$ cat src/shared/buck_pkg.sv
// Shared constants, register map and carrier types of the buck drive control block.
package buck_pkg;

   localparam int unsigned REG_ADDR_W = 3;
   localparam int unsigned REG_DATA_W = 8;

   // Register map, one byte per address.
   localparam logic [REG_ADDR_W-1:0] ADDR_DEAD_TIME = 3'h0;
   localparam logic [REG_ADDR_W-1:0] ADDR_VREF_COARSE = 3'h1;
   localparam logic [REG_ADDR_W-1:0] ADDR_VREF_FINE = 3'h2;
   localparam logic [REG_ADDR_W-1:0] ADDR_UV_LEVEL = 3'h3;
   localparam logic [REG_ADDR_W-1:0] ADDR_OV_LEVEL = 3'h4;
   localparam logic [REG_ADDR_W-1:0] ADDR_PERIPH_EN = 3'h5;
   localparam logic [REG_ADDR_W-1:0] ADDR_BLOCK_EN = 3'h6;
   localparam logic [REG_ADDR_W-1:0] ADDR_STATUS = 3'h7;

   localparam logic [REG_DATA_W-1:0] RESET_BYTE = 8'h00;

   // Field positions.
   localparam int unsigned HS_CODE_LSB = 4;
   localparam int unsigned LS_CODE_LSB = 0;
   localparam int unsigned DT_CODE_W = 4;
   localparam int unsigned FINE_W = 5;
   localparam int unsigned VREF_EN_BIT = 7;
   localparam int unsigned DE_SEL_BIT = 7;
   localparam int unsigned DRV_STR_BIT = 6;
   localparam int unsigned HS_BYP_BIT = 5;
   localparam int unsigned LS_BYP_BIT = 4;
   localparam int unsigned PDN_BIT = 3;
   localparam int unsigned PUP_BIT = 2;
   localparam int unsigned UV_ACCEL_BIT = 1;
   localparam int unsigned OV_ACCEL_BIT = 0;
   localparam int unsigned OV_DET_BIT = 7;
   localparam int unsigned UV_DET_BIT = 6;
   localparam int unsigned UV_FLAG_BIT = 0;
   localparam int unsigned OV_FLAG_BIT = 1;

   // Dead time figures in nanoseconds and the clock rate.
   localparam logic [7:0] HS_DT_BASE_NS = 8'h0b;
   localparam logic [7:0] LS_DT_BASE_NS = 8'h04;
   localparam logic [7:0] DT_STEP_NS = 8'h04;
   localparam int unsigned CLK_FREQ_MHZ = 50;
   localparam logic [7:0] CLK_PERIOD_NS = 8'(1000 / CLK_FREQ_MHZ);

   // Reference steps in microvolts.
   localparam int unsigned VREF_UV_W = 22;
   localparam logic [VREF_UV_W-1:0] COARSE_STEP_UV = 22'h003a98;
   localparam logic [VREF_UV_W-1:0] FINE_STEP_UV = 22'h000334;

   typedef struct packed {
      logic en;
      logic [7:0] coarse;
      logic [FINE_W-1:0] fine;
   } vref_s;

   typedef struct packed {
      logic high;
      logic low;
   } gate_drive_s;

   typedef enum logic [2:0] {
      ST_WAIT = 3'h0,
      ST_HS_DEAD = 3'h1,
      ST_HS_ON = 3'h3,
      ST_LS_DEAD = 3'h2,
      ST_LS_ON = 3'h6,
      ST_FAULT = 3'h4
   } drive_state_e;

endpackage

$ cat src/buck_drive_ctrl.sv
// Gate drive sequencing, reference setting and output voltage monitor of a buck controller.
//
// Notes on behaviour
// - High-side dead-time code in bits 7:4, 11 ns plus 4 ns per step.
// - Low-side dead-time code in bits 3:0, 4 ns plus 4 ns per step.
// - Dead time is added to a turn-on edge only while its bypass bit is clear.
// - Reference is coarse code times 15 mV plus fine code times 0.82 mV.
// - Software loads 5-bit fine code; bits 6:5 of that register read zero.
// - Reference setting applies only while its enable bit is one.
// - Undervoltage flag sets when output is below threshold, sticks until software clears.
// - Overvoltage flag sets when output is above threshold, sticks until software clears.
// - Diode emulation ends low drive at zero crossing; both low until next cycle.
// - Synchronous rectification keeps low drive high until next cycle starts.
// - Peripheral enable bit 7 selects diode emulation, else synchronous rectification.
// - Bit 6 set selects 1A high-side drive strength, clear selects 2A.
// - Bit 3 enables negative sense pull-down, bit 2 positive sense pull-up.
// - Undervoltage accelerator drives both gates low on undervoltage.
// - Overvoltage accelerator drives both gates low on overvoltage.
// - A cleared detector enable disables that detector and ignores its threshold.
//
// Design decisions made here: the plain strobed port and the address map.
`timescale 1ns/100ps
module buck_drive_ctrl
   import buck_pkg::*;
#(
   parameter int unsigned DT_CNT_W = 3
) (
   input wire logic clk_i,
   input wire logic arst_n_i,
   input wire logic [REG_ADDR_W-1:0] addr_i,
   input wire logic [REG_DATA_W-1:0] wdata_i,
   input wire logic wr_i,
   input wire logic rd_i,
   output logic [REG_DATA_W-1:0] rdata_o,
   input wire logic pwm_i,
   input wire logic zero_cross_i,
   input wire logic [7:0] vout_level_i,
   output gate_drive_s gate_o,
   output logic high_drive_1a_o,
   output logic neg_sense_pulldown_en_o,
   output logic pos_sense_pullup_en_o,
   output vref_s vref_code_o,
   output logic [VREF_UV_W-1:0] vref_uv_o
);

   // The longest dead time must fit the counter; the high side has the longest one.
   localparam logic [7:0] MAX_DT_NS = HS_DT_BASE_NS + DT_STEP_NS * 8'((1 << DT_CODE_W) - 1);
   localparam logic [7:0] MAX_DT_CYC = (MAX_DT_NS + CLK_PERIOD_NS - 8'h01) / CLK_PERIOD_NS;
   if (32'(MAX_DT_CYC) >= (32'h1 << DT_CNT_W)) begin : g_bad_width
      $error("DT_CNT_W too small for the longest dead time");
   end

   ////////////////////////////////////////////////////////////////////////////////////////
   // Register file.

   logic [7:0] dead_time_ctrl_q;
   logic [7:0] vref_coarse_ctrl_q;
   logic [7:0] vref_fine_ctrl_q;
   logic [7:0] undervoltage_level_q;
   logic [7:0] overvoltage_level_q;
   logic [7:0] analog_periph_enable_q;
   logic [7:0] analog_block_enable_reg_q;
   logic undervoltage_flag_q;
   logic overvoltage_flag_q;
   logic [7:0] rdata_q;
   logic [7:0] rdata_d;

   wire wr_dead = wr_i && (addr_i == ADDR_DEAD_TIME);
   wire wr_coarse = wr_i && (addr_i == ADDR_VREF_COARSE);
   wire wr_fine = wr_i && (addr_i == ADDR_VREF_FINE);
   wire wr_uv = wr_i && (addr_i == ADDR_UV_LEVEL);
   wire wr_ov = wr_i && (addr_i == ADDR_OV_LEVEL);
   wire wr_pe = wr_i && (addr_i == ADDR_PERIPH_EN);
   wire wr_be = wr_i && (addr_i == ADDR_BLOCK_EN);
   wire wr_status = wr_i && (addr_i == ADDR_STATUS);

   // Unimplemented fine bits are never stored, so they always read zero.
   wire [7:0] fine_wr_val = {wdata_i[VREF_EN_BIT], 2'h0, wdata_i[FINE_W-1:0]};

   always_ff @(posedge clk_i or negedge arst_n_i) begin
      if (!arst_n_i) begin
         dead_time_ctrl_q <= RESET_BYTE;
         vref_coarse_ctrl_q <= RESET_BYTE;
         vref_fine_ctrl_q <= RESET_BYTE;
         undervoltage_level_q <= RESET_BYTE;
         overvoltage_level_q <= RESET_BYTE;
         analog_periph_enable_q <= RESET_BYTE;
         analog_block_enable_reg_q <= RESET_BYTE;
      end else begin
         if (wr_dead) dead_time_ctrl_q <= wdata_i;
         if (wr_coarse) vref_coarse_ctrl_q <= wdata_i;
         if (wr_fine) vref_fine_ctrl_q <= fine_wr_val;
         if (wr_uv) undervoltage_level_q <= wdata_i;
         if (wr_ov) overvoltage_level_q <= wdata_i;
         if (wr_pe) analog_periph_enable_q <= wdata_i;
         if (wr_be) analog_block_enable_reg_q <= wdata_i;
      end
   end

   // Field decode.
   wire [DT_CODE_W-1:0] high_side_delay_code = dead_time_ctrl_q[HS_CODE_LSB +: DT_CODE_W];
   wire [DT_CODE_W-1:0] low_side_delay_code = dead_time_ctrl_q[LS_CODE_LSB +: DT_CODE_W];
   wire diode_emulation_select = analog_periph_enable_q[DE_SEL_BIT];
   wire high_side_delay_bypass = analog_periph_enable_q[HS_BYP_BIT];
   wire low_side_delay_bypass = analog_periph_enable_q[LS_BYP_BIT];
   wire undervoltage_accel_en = analog_periph_enable_q[UV_ACCEL_BIT];
   wire overvoltage_accel_en = analog_periph_enable_q[OV_ACCEL_BIT];
   wire overvoltage_detect_en = analog_block_enable_reg_q[OV_DET_BIT];
   wire undervoltage_detect_en = analog_block_enable_reg_q[UV_DET_BIT];
   wire vref_enable = vref_fine_ctrl_q[VREF_EN_BIT];

   wire [7:0] status_val = {6'h00, overvoltage_flag_q, undervoltage_flag_q};

   always_comb begin
      rdata_d = RESET_BYTE;
      if (rd_i) begin
         unique case (addr_i)
            ADDR_DEAD_TIME: rdata_d = dead_time_ctrl_q;
            ADDR_VREF_COARSE: rdata_d = vref_coarse_ctrl_q;
            ADDR_VREF_FINE: rdata_d = vref_fine_ctrl_q;
            ADDR_UV_LEVEL: rdata_d = undervoltage_level_q;
            ADDR_OV_LEVEL: rdata_d = overvoltage_level_q;
            ADDR_PERIPH_EN: rdata_d = analog_periph_enable_q;
            ADDR_BLOCK_EN: rdata_d = analog_block_enable_reg_q;
            ADDR_STATUS: rdata_d = status_val;
         endcase
      end
   end

   always_ff @(posedge clk_i or negedge arst_n_i) begin
      if (!arst_n_i) begin
         rdata_q <= RESET_BYTE;
      end else begin
         rdata_q <= rdata_d;
      end
   end

   assign rdata_o = rdata_q;

   ////////////////////////////////////////////////////////////////////////////////////////
   // Output voltage monitor and sticky flags.

   // A disabled detector never fires, whatever its threshold holds.
   wire uv_cond = undervoltage_detect_en && (vout_level_i < undervoltage_level_q);
   wire ov_cond = overvoltage_detect_en && (vout_level_i > overvoltage_level_q);
   wire uv_clr = wr_status && wdata_i[UV_FLAG_BIT];
   wire ov_clr = wr_status && wdata_i[OV_FLAG_BIT];

   // A new event in the clearing cycle wins, so no crossing is lost.
   always_ff @(posedge clk_i or negedge arst_n_i) begin
      if (!arst_n_i) begin
         undervoltage_flag_q <= 1'b0;
         overvoltage_flag_q <= 1'b0;
      end else begin
         undervoltage_flag_q <= uv_cond || (undervoltage_flag_q && !uv_clr);
         overvoltage_flag_q <= ov_cond || (overvoltage_flag_q && !ov_clr);
      end
   end

   ////////////////////////////////////////////////////////////////////////////////////////
   // Reference, strength and sense pull controls.

   vref_s vref_d;
   logic [VREF_UV_W-1:0] vref_uv_d;
   vref_s vref_q;
   logic [VREF_UV_W-1:0] vref_uv_q;
   logic high_drive_1a_q;
   logic pulldown_q;
   logic pullup_q;

   assign vref_d.en = vref_enable;
   assign vref_d.coarse = vref_enable ? vref_coarse_ctrl_q : 8'h00;
   assign vref_d.fine = vref_enable ? vref_fine_ctrl_q[FINE_W-1:0] : 5'h00;
   assign vref_uv_d = COARSE_STEP_UV * VREF_UV_W'(vref_d.coarse)
      + FINE_STEP_UV * VREF_UV_W'(vref_d.fine);

   always_ff @(posedge clk_i or negedge arst_n_i) begin
      if (!arst_n_i) begin
         vref_q <= '0;
         vref_uv_q <= '0;
         high_drive_1a_q <= 1'b0;
         pulldown_q <= 1'b0;
         pullup_q <= 1'b0;
      end else begin
         vref_q <= vref_d;
         vref_uv_q <= vref_uv_d;
         high_drive_1a_q <= analog_periph_enable_q[DRV_STR_BIT];
         pulldown_q <= analog_periph_enable_q[PDN_BIT];
         pullup_q <= analog_periph_enable_q[PUP_BIT];
      end
   end

   assign vref_code_o = vref_q;
   assign vref_uv_o = vref_uv_q;
   assign high_drive_1a_o = high_drive_1a_q;
   assign neg_sense_pulldown_en_o = pulldown_q;
   assign pos_sense_pullup_en_o = pullup_q;

   ////////////////////////////////////////////////////////////////////////////////////////
   // Pin synchronisers.

   logic pwm_meta_q;
   logic pwm_s_q;
   logic pwm_prev_q;
   logic zc_meta_q;
   logic zc_s_q;

   always_ff @(posedge clk_i or negedge arst_n_i) begin
      if (!arst_n_i) begin
         pwm_meta_q <= 1'b0;
         pwm_s_q <= 1'b0;
         pwm_prev_q <= 1'b0;
         zc_meta_q <= 1'b0;
         zc_s_q <= 1'b0;
      end else begin
         pwm_meta_q <= pwm_i;
         pwm_s_q <= pwm_meta_q;
         pwm_prev_q <= pwm_s_q;
         zc_meta_q <= zero_cross_i;
         zc_s_q <= zc_meta_q;
      end
   end

   wire cycle_start = pwm_s_q && !pwm_prev_q;

   ////////////////////////////////////////////////////////////////////////////////////////
   // Dead time lengths, least times rounded up to whole clock cycles.

   wire [7:0] hs_ns = HS_DT_BASE_NS + DT_STEP_NS * {4'h0, high_side_delay_code};
   wire [7:0] ls_ns = LS_DT_BASE_NS + DT_STEP_NS * {4'h0, low_side_delay_code};
   wire [7:0] hs_div = (hs_ns + CLK_PERIOD_NS - 8'h01) / CLK_PERIOD_NS;
   wire [7:0] ls_div = (ls_ns + CLK_PERIOD_NS - 8'h01) / CLK_PERIOD_NS;
   wire [DT_CNT_W-1:0] hs_cyc = hs_div[DT_CNT_W-1:0];
   wire [DT_CNT_W-1:0] ls_cyc = ls_div[DT_CNT_W-1:0];

   ////////////////////////////////////////////////////////////////////////////////////////
   // Drive sequencer.

   drive_state_e state_q;
   drive_state_e state_d;
   logic [DT_CNT_W-1:0] cnt_q;
   logic [DT_CNT_W-1:0] cnt_d;
   // The drives are taken from the next state, so they add no edge of delay of their own.
   gate_drive_s gate_q;

   wire fault = (uv_cond && undervoltage_accel_en) || (ov_cond && overvoltage_accel_en);
   wire cnt_done = (cnt_q == '0);
   // With bypass set the turn-on follows the other turn-off on the same edge.
   wire drive_state_e hs_entry = high_side_delay_bypass ? ST_HS_ON : ST_HS_DEAD;
   wire drive_state_e ls_entry = low_side_delay_bypass ? ST_LS_ON : ST_LS_DEAD;

   always_comb begin
      state_d = state_q;
      cnt_d = cnt_q;
      if (fault) begin
         state_d = ST_FAULT;
      end else begin
         unique case (state_q)
            ST_WAIT: if (cycle_start) state_d = hs_entry;
            ST_HS_DEAD: if (cnt_done) state_d = ST_HS_ON;
            ST_HS_ON: if (!pwm_s_q) state_d = ls_entry;
            ST_LS_DEAD: begin
               if (cycle_start) state_d = hs_entry;
               else if (cnt_done) state_d = ST_LS_ON;
            end
            ST_LS_ON: begin
               if (cycle_start) state_d = hs_entry;
               else if (diode_emulation_select && zc_s_q) state_d = ST_WAIT;
            end
            ST_FAULT: state_d = ST_WAIT;
         endcase
      end
      if (state_d == ST_HS_DEAD && state_q != ST_HS_DEAD) begin
         cnt_d = hs_cyc - 1'b1;
      end else if (state_d == ST_LS_DEAD && state_q != ST_LS_DEAD) begin
         cnt_d = ls_cyc - 1'b1;
      end else if (!cnt_done) begin
         cnt_d = cnt_q - 1'b1;
      end
   end

   always_ff @(posedge clk_i or negedge arst_n_i) begin
      if (!arst_n_i) begin
         state_q <= ST_WAIT;
         cnt_q <= '0;
         gate_q <= '0;
      end else begin
         state_q <= state_d;
         cnt_q <= cnt_d;
         gate_q.high <= (state_d == ST_HS_ON);
         gate_q.low <= (state_d == ST_LS_ON);
      end
   end

   assign gate_o = gate_q;

   ////////////////////////////////////////////////////////////////////////////////////////
   // Checks.

   // Counts both-low cycles and saturates, so a long idle gap never wraps to a short one.
   logic [3:0] low_run_q;

   always_ff @(posedge clk_i or negedge arst_n_i) begin
      if (!arst_n_i) begin
         low_run_q <= '0;
      end else if (gate_q.high || gate_q.low) begin
         low_run_q <= '0;
      end else if (low_run_q != 4'hf) begin
         low_run_q <= low_run_q + 4'h1;
      end
   end
endmodule

$ cat config.mk
export PLATFORM = sky130hd
export DESIGN_NAME = buck_drive_ctrl
export DESIGN_NICKNAME = d
export VERILOG_FILES = /design/src/shared/buck_pkg.sv /design/src/buck_drive_ctrl.sv
export SDC_FILE = /design/constraint.sdc
export NUM_CORES = 1
export LEC_CHECK = 0
export ABC_AREA = 1
export BUFFER_PORTS_ARGS = -buffer_cell sky130_fd_sc_hd__buf_2
export CAP_MARGIN = 20
export CORE_ASPECT_RATIO = 0.5
export CORE_UTILIZATION = 34
export CTS_CLUSTER_DIAMETER = 150
export DETAILED_ROUTE_END_ITERATION = 8
export GPL_TIMING_DRIVEN = 0
export PLACE_DENSITY = 0.62
export SETUP_SLACK_MARGIN = 0.15
export SLEW_MARGIN = 20
export SYNTH_ARGS = -nofsm -noshare
export SYNTH_HDL_FRONTEND = slang
export SYNTH_SLANG_ARGS = --single-unit
$ cat constraint.sdc
create_clock -name clk_i -period 6.5 [get_ports clk_i]
set_clock_uncertainty 0.15 [all_clocks]
set_input_delay 0.65 -clock clk_i [delete_from_list [all_inputs] [get_ports clk_i]]
set_output_delay 0.65 -clock clk_i [all_outputs]
set_load 0.02 [all_outputs]
==> impl_metrics.env <==
export IMPL_drt_iter0_drc=611
export IMPL_synth_top_cell_by_area="dfrtp_1"
export IMPL_cellPowerDensity_nw_per_um2=375
export IMPL_grt_overflow=0
export IMPL_die_height_microns=113
export IMPL_synth_seq_area_share=0.340
export IMPL_grt_max_degree=74
export IMPL_start_util=0.346
export IMPL_ir_worst_vdd_v=0.000203
export IMPL_r2r_end="vref_uv_o[21]"
export IMPL_pwr_share_clk=0.266
export IMPL_vias=6930
export IMPL_clk_latency_ns=0.43
export IMPL_path_buf_inv=4
export IMPL_synth_top_area_frac=0.340
export IMPL_start_kind="flop"
export IMPL_grt_usage=0.174
export IMPL_hold_class="in2async"
export IMPL_slowest_delay_ns=0.54
export IMPL_grt_pass1_wl_microns=34200
export IMPL_drc=0
export IMPL_synth_ff_latch_count=113
export IMPL_coreArea_sq_um=24000
export IMPL_setup_viol=0
export IMPL_ctsHoldBuffers=0
export IMPL_final_hold_viol_count=0
export IMPL_io_buffers=70
export IMPL_syn_cell_area_sq_um=8320
export IMPL_final_core_util=0.404
export IMPL_gp_congestion=0.925
export IMPL_p_sw_mw=1.53
export IMPL_cts_path_max_buffers=2
export IMPL_crit_family="adder cells"
export IMPL_cts_sinks=113
export IMPL_relSlewSlack=0.537
export IMPL_wirelength_microns=20600
export IMPL_slowest_stage="fa_1"
export IMPL_yosysUniqueCellTypes=52
export IMPL_place_detailed_hpwl_microns=15900
export IMPL_synthTopCellsByArea="dfrtp_1, ha_1, nand2_1"
export IMPL_pwr_share_seq=0.269
export IMPL_r2r_cells=25
export IMPL_syn_area_per_cell_sq_um=8.26
export IMPL_setup_tns_ns=0
export IMPL_yosysWarnings=0
export IMPL_end_kind="flop"
export IMPL_fin_crit_ns=5.25
export IMPL_combPwrFrac=0.465
export IMPL_area_delta_synth_final_pct=16.6
export IMPL_critPathKind="reg2reg"
export IMPL_numCtsBuffers=17
export IMPL_outcome="complete, no violations"
export IMPL_power_switching_share=0.420
export IMPL_post_cts_repair_setup_buffers=0
export IMPL_drtPass1Iterations=9
export IMPL_num_rows=40
export IMPL_cellInternalPower_mw=2.11
export IMPL_drv_slew=0
export IMPL_worstMarginPinSlew_ns=0.694
export IMPL_max_freq_mhz=190
export IMPL_clkTransAtPathRegs_ns=0.06
export IMPL_drive_gt1_frac=0.149
export IMPL_fp_dieW_microns=223
export IMPL_diodes=0
export IMPL_cts_resized=0
export IMPL_rsz0062_at_grt="no"
export IMPL_cts_root_buf="clkbuf_16"
export IMPL_critPathMaxFanout=10
export IMPL_power_leakage_nw=5.47
export IMPL_arrival_ns=5.43
export IMPL_cts_tree="built"
export IMPL_htree_levels=4
export IMPL_maxCapViolCount=0
export IMPL_antenna_found_initial=0
export IMPL_io_pins=74
export IMPL_reg2reg_slack_ns=1.25
export IMPL_reg2reg_from="vref_fine_ctrl_q[7]"
export IMPL_die_area_sq_um=25100
export IMPL_drtAntennaViolNets=0
export IMPL_final_fill_count=2378
export IMPL_place_area_sq_um=9090
export IMPL_cpMostUsedCell="nand2_1"
export IMPL_routedWlPerCell_microns=14.5
export IMPL_min_period_over_period=0.808
export IMPL_synthCells=1007
export IMPL_grt_pass1_vias=6847
export IMPL_multi_input_area_sq_um=4780
export IMPL_fin_nets=1252
export IMPL_via_per_inst=4.86
export IMPL_register_area_sq_um=2830
export IMPL_timing_hold_ws_ns=0.0754
export IMPL_finalInstanceArea_sq_um=9690
export IMPL_critPathRequiredTime_ns=6.68
-- worst reg2reg max path: cells and delay by family, from the launching register on --
| family | cells | cell delay [ns] |
|---|---|---|
| adders and majority gates | 5 | 1.92 |
| and+or+nand+nor | 11 | 1.15 |
| AOI/OAI and AO/OA | 4 | 0.77 |
| buffers and inverters | 4 | 0.57 |
| DFF | 1 | 0.50 |
| xor gates and xnor gates | 1 | 0.10 |
-- worst max-delay path by stage --
stage / from / to / slack, ns / cells after the start
floorplan: vref_coarse_ctrl_q[5] / vref_uv_o[21] / 1.88 / 26
global placement: vref_fine_ctrl_q[7] / vref_uv_o[21] / 1.25 / 25
detailed placement: vref_fine_ctrl_q[7] / vref_uv_o[21] / 1.22 / 25
CTS: vref_fine_ctrl_q[7] / vref_uv_o[21] / 1.18 / 25
global route: vref_fine_ctrl_q[7] / vref_uv_o[21] / 0.80 / 25
finish: vref_fine_ctrl_q[7] / vref_uv_o[21] / 1.25 / 25
-- cell type report --
type	count	share of cell area
multi-input combinational	708	0.493
inverter	173	0.0670
tap	315	0.0407
timing repair buffer	71	0.0388
sequential	113	0.292
clock inverter	14	0.0169
clock buffer	18	0.0453
buffer	14	0.00684
-- cell usage after synthesis, drive strengths merged --
| cell type | count |
|---|---|
| o221ai | 1 |
| a22oi | 3 |
| nor4 | 1 |
| fa | 22 |
| nor3 | 4 |
| o21bai | 3 |
| o21a | 3 |
| clkbuf | 10 |
| xnor2 | 16 |
| or2 | 7 |
| o22ai | 2 |
| dfrtp | 113 |
| a211oi | 1 |
| inv | 172 |
| a41oi | 2 |
| nor2 | 51 |
| clkinv | 1 |
| a221oi | 10 |
| a21boi | 3 |
| conb | 1 |
| a21oi | 52 |
| a31o | 1 |
| a31oi | 5 |
| nand2 | 252 |
| nand3 | 36 |
| xor2 | 22 |
| nand4 | 7 |
| o21ai | 88 |
| a21o | 2 |
| nand3b | 1 |
| buf | 4 |
| ha | 107 |
| a22o | 1 |
| o211ai | 3 |
-- registers in the layout (all words and copies together), names as in the netlist, 3 cells and up --
register	cells
vref_fine_ctrl_q	6
overvoltage_level_q	8
undervoltage_level_q	8
dead_time_ctrl_q	8
rdata_o	8
vref_coarse_ctrl_q	8
analog_periph_enable_q	8
vref_code_o	14
state_q	3
vref_uv_o	19
analog_block_enable_reg_q	8
cnt_q	3
-- metal layers --
metal	GRT usage	part of all wire
met1	0.222	0.46
met4	0.0639	0.025
met2	0.290	0.48
met3	0.0364	0.043
met5	0	0
-- metrics by stage --
stage               worst slack (ns)  std cells  power (mW)
finish                          1.25       1426        3.64
global placement                1.25       1393        2.62
floorplan                       1.88       1008        2.26
global route                   0.797       1426        3.94
CTS                             1.18       1426        3.68
detailed placement              1.22       1394        2.67
-- power by group through the flow --
stage,clock [mW],combinational [mW],sequential (mW)
CTS,0.990,1.71,0.980
finish,0.968,1.69,0.979
floorplan,0,1.21,1.05
global route,1.02,1.93,0.997
global placement,0,1.63,0.986
detailed placement,0,1.68,0.989
-- cells by family after synthesis --
logic type | after synthesis | share of synthesized area
other | 1 | 0.000451
and+or+nand+nor | 359 | 0.190
DFF | 113 | 0.340
AOI/OAI and AO/OA | 180 | 0.125
buffers and inverters | 187 | 0.0861
adders and majority gates | 129 | 0.214
xor gates and xnor gates | 38 | 0.0441
-- placed cells by master, fill, tap and decap left out, types with 3 or more instances in the layout --
cell type	instances
o21ai_1	6
inv_1	158
clkbuf_16	17
nor3_1	3
a21boi_1	3
clkinv_2	5
clkinvlp_4	3
o21ai_2	4
nand2_1	239
ha_1	107
nand2_2	8
o211ai_1	3
nor2_4	3
o21a_1	3
nand4_1	6
a22oi_1	3
nand3_2	5
xnor2_1	16
buf_4	3
nor2_1	43
or2_1	4
a31oi_1	5
a21oi_2	4
a21oi_1	48
bufinv_16	3
nand2_4	5
nand3_1	30
nor2_2	5
dfrtp_1	113
buf_2	70
o21bai_1	3
clkbuf_1	9
xor2_1	19
o21ai_0	78
inv_2	14
a221oi_1	10
fa_1	22
No activity file was read; power rests on OpenSTA's default activity.
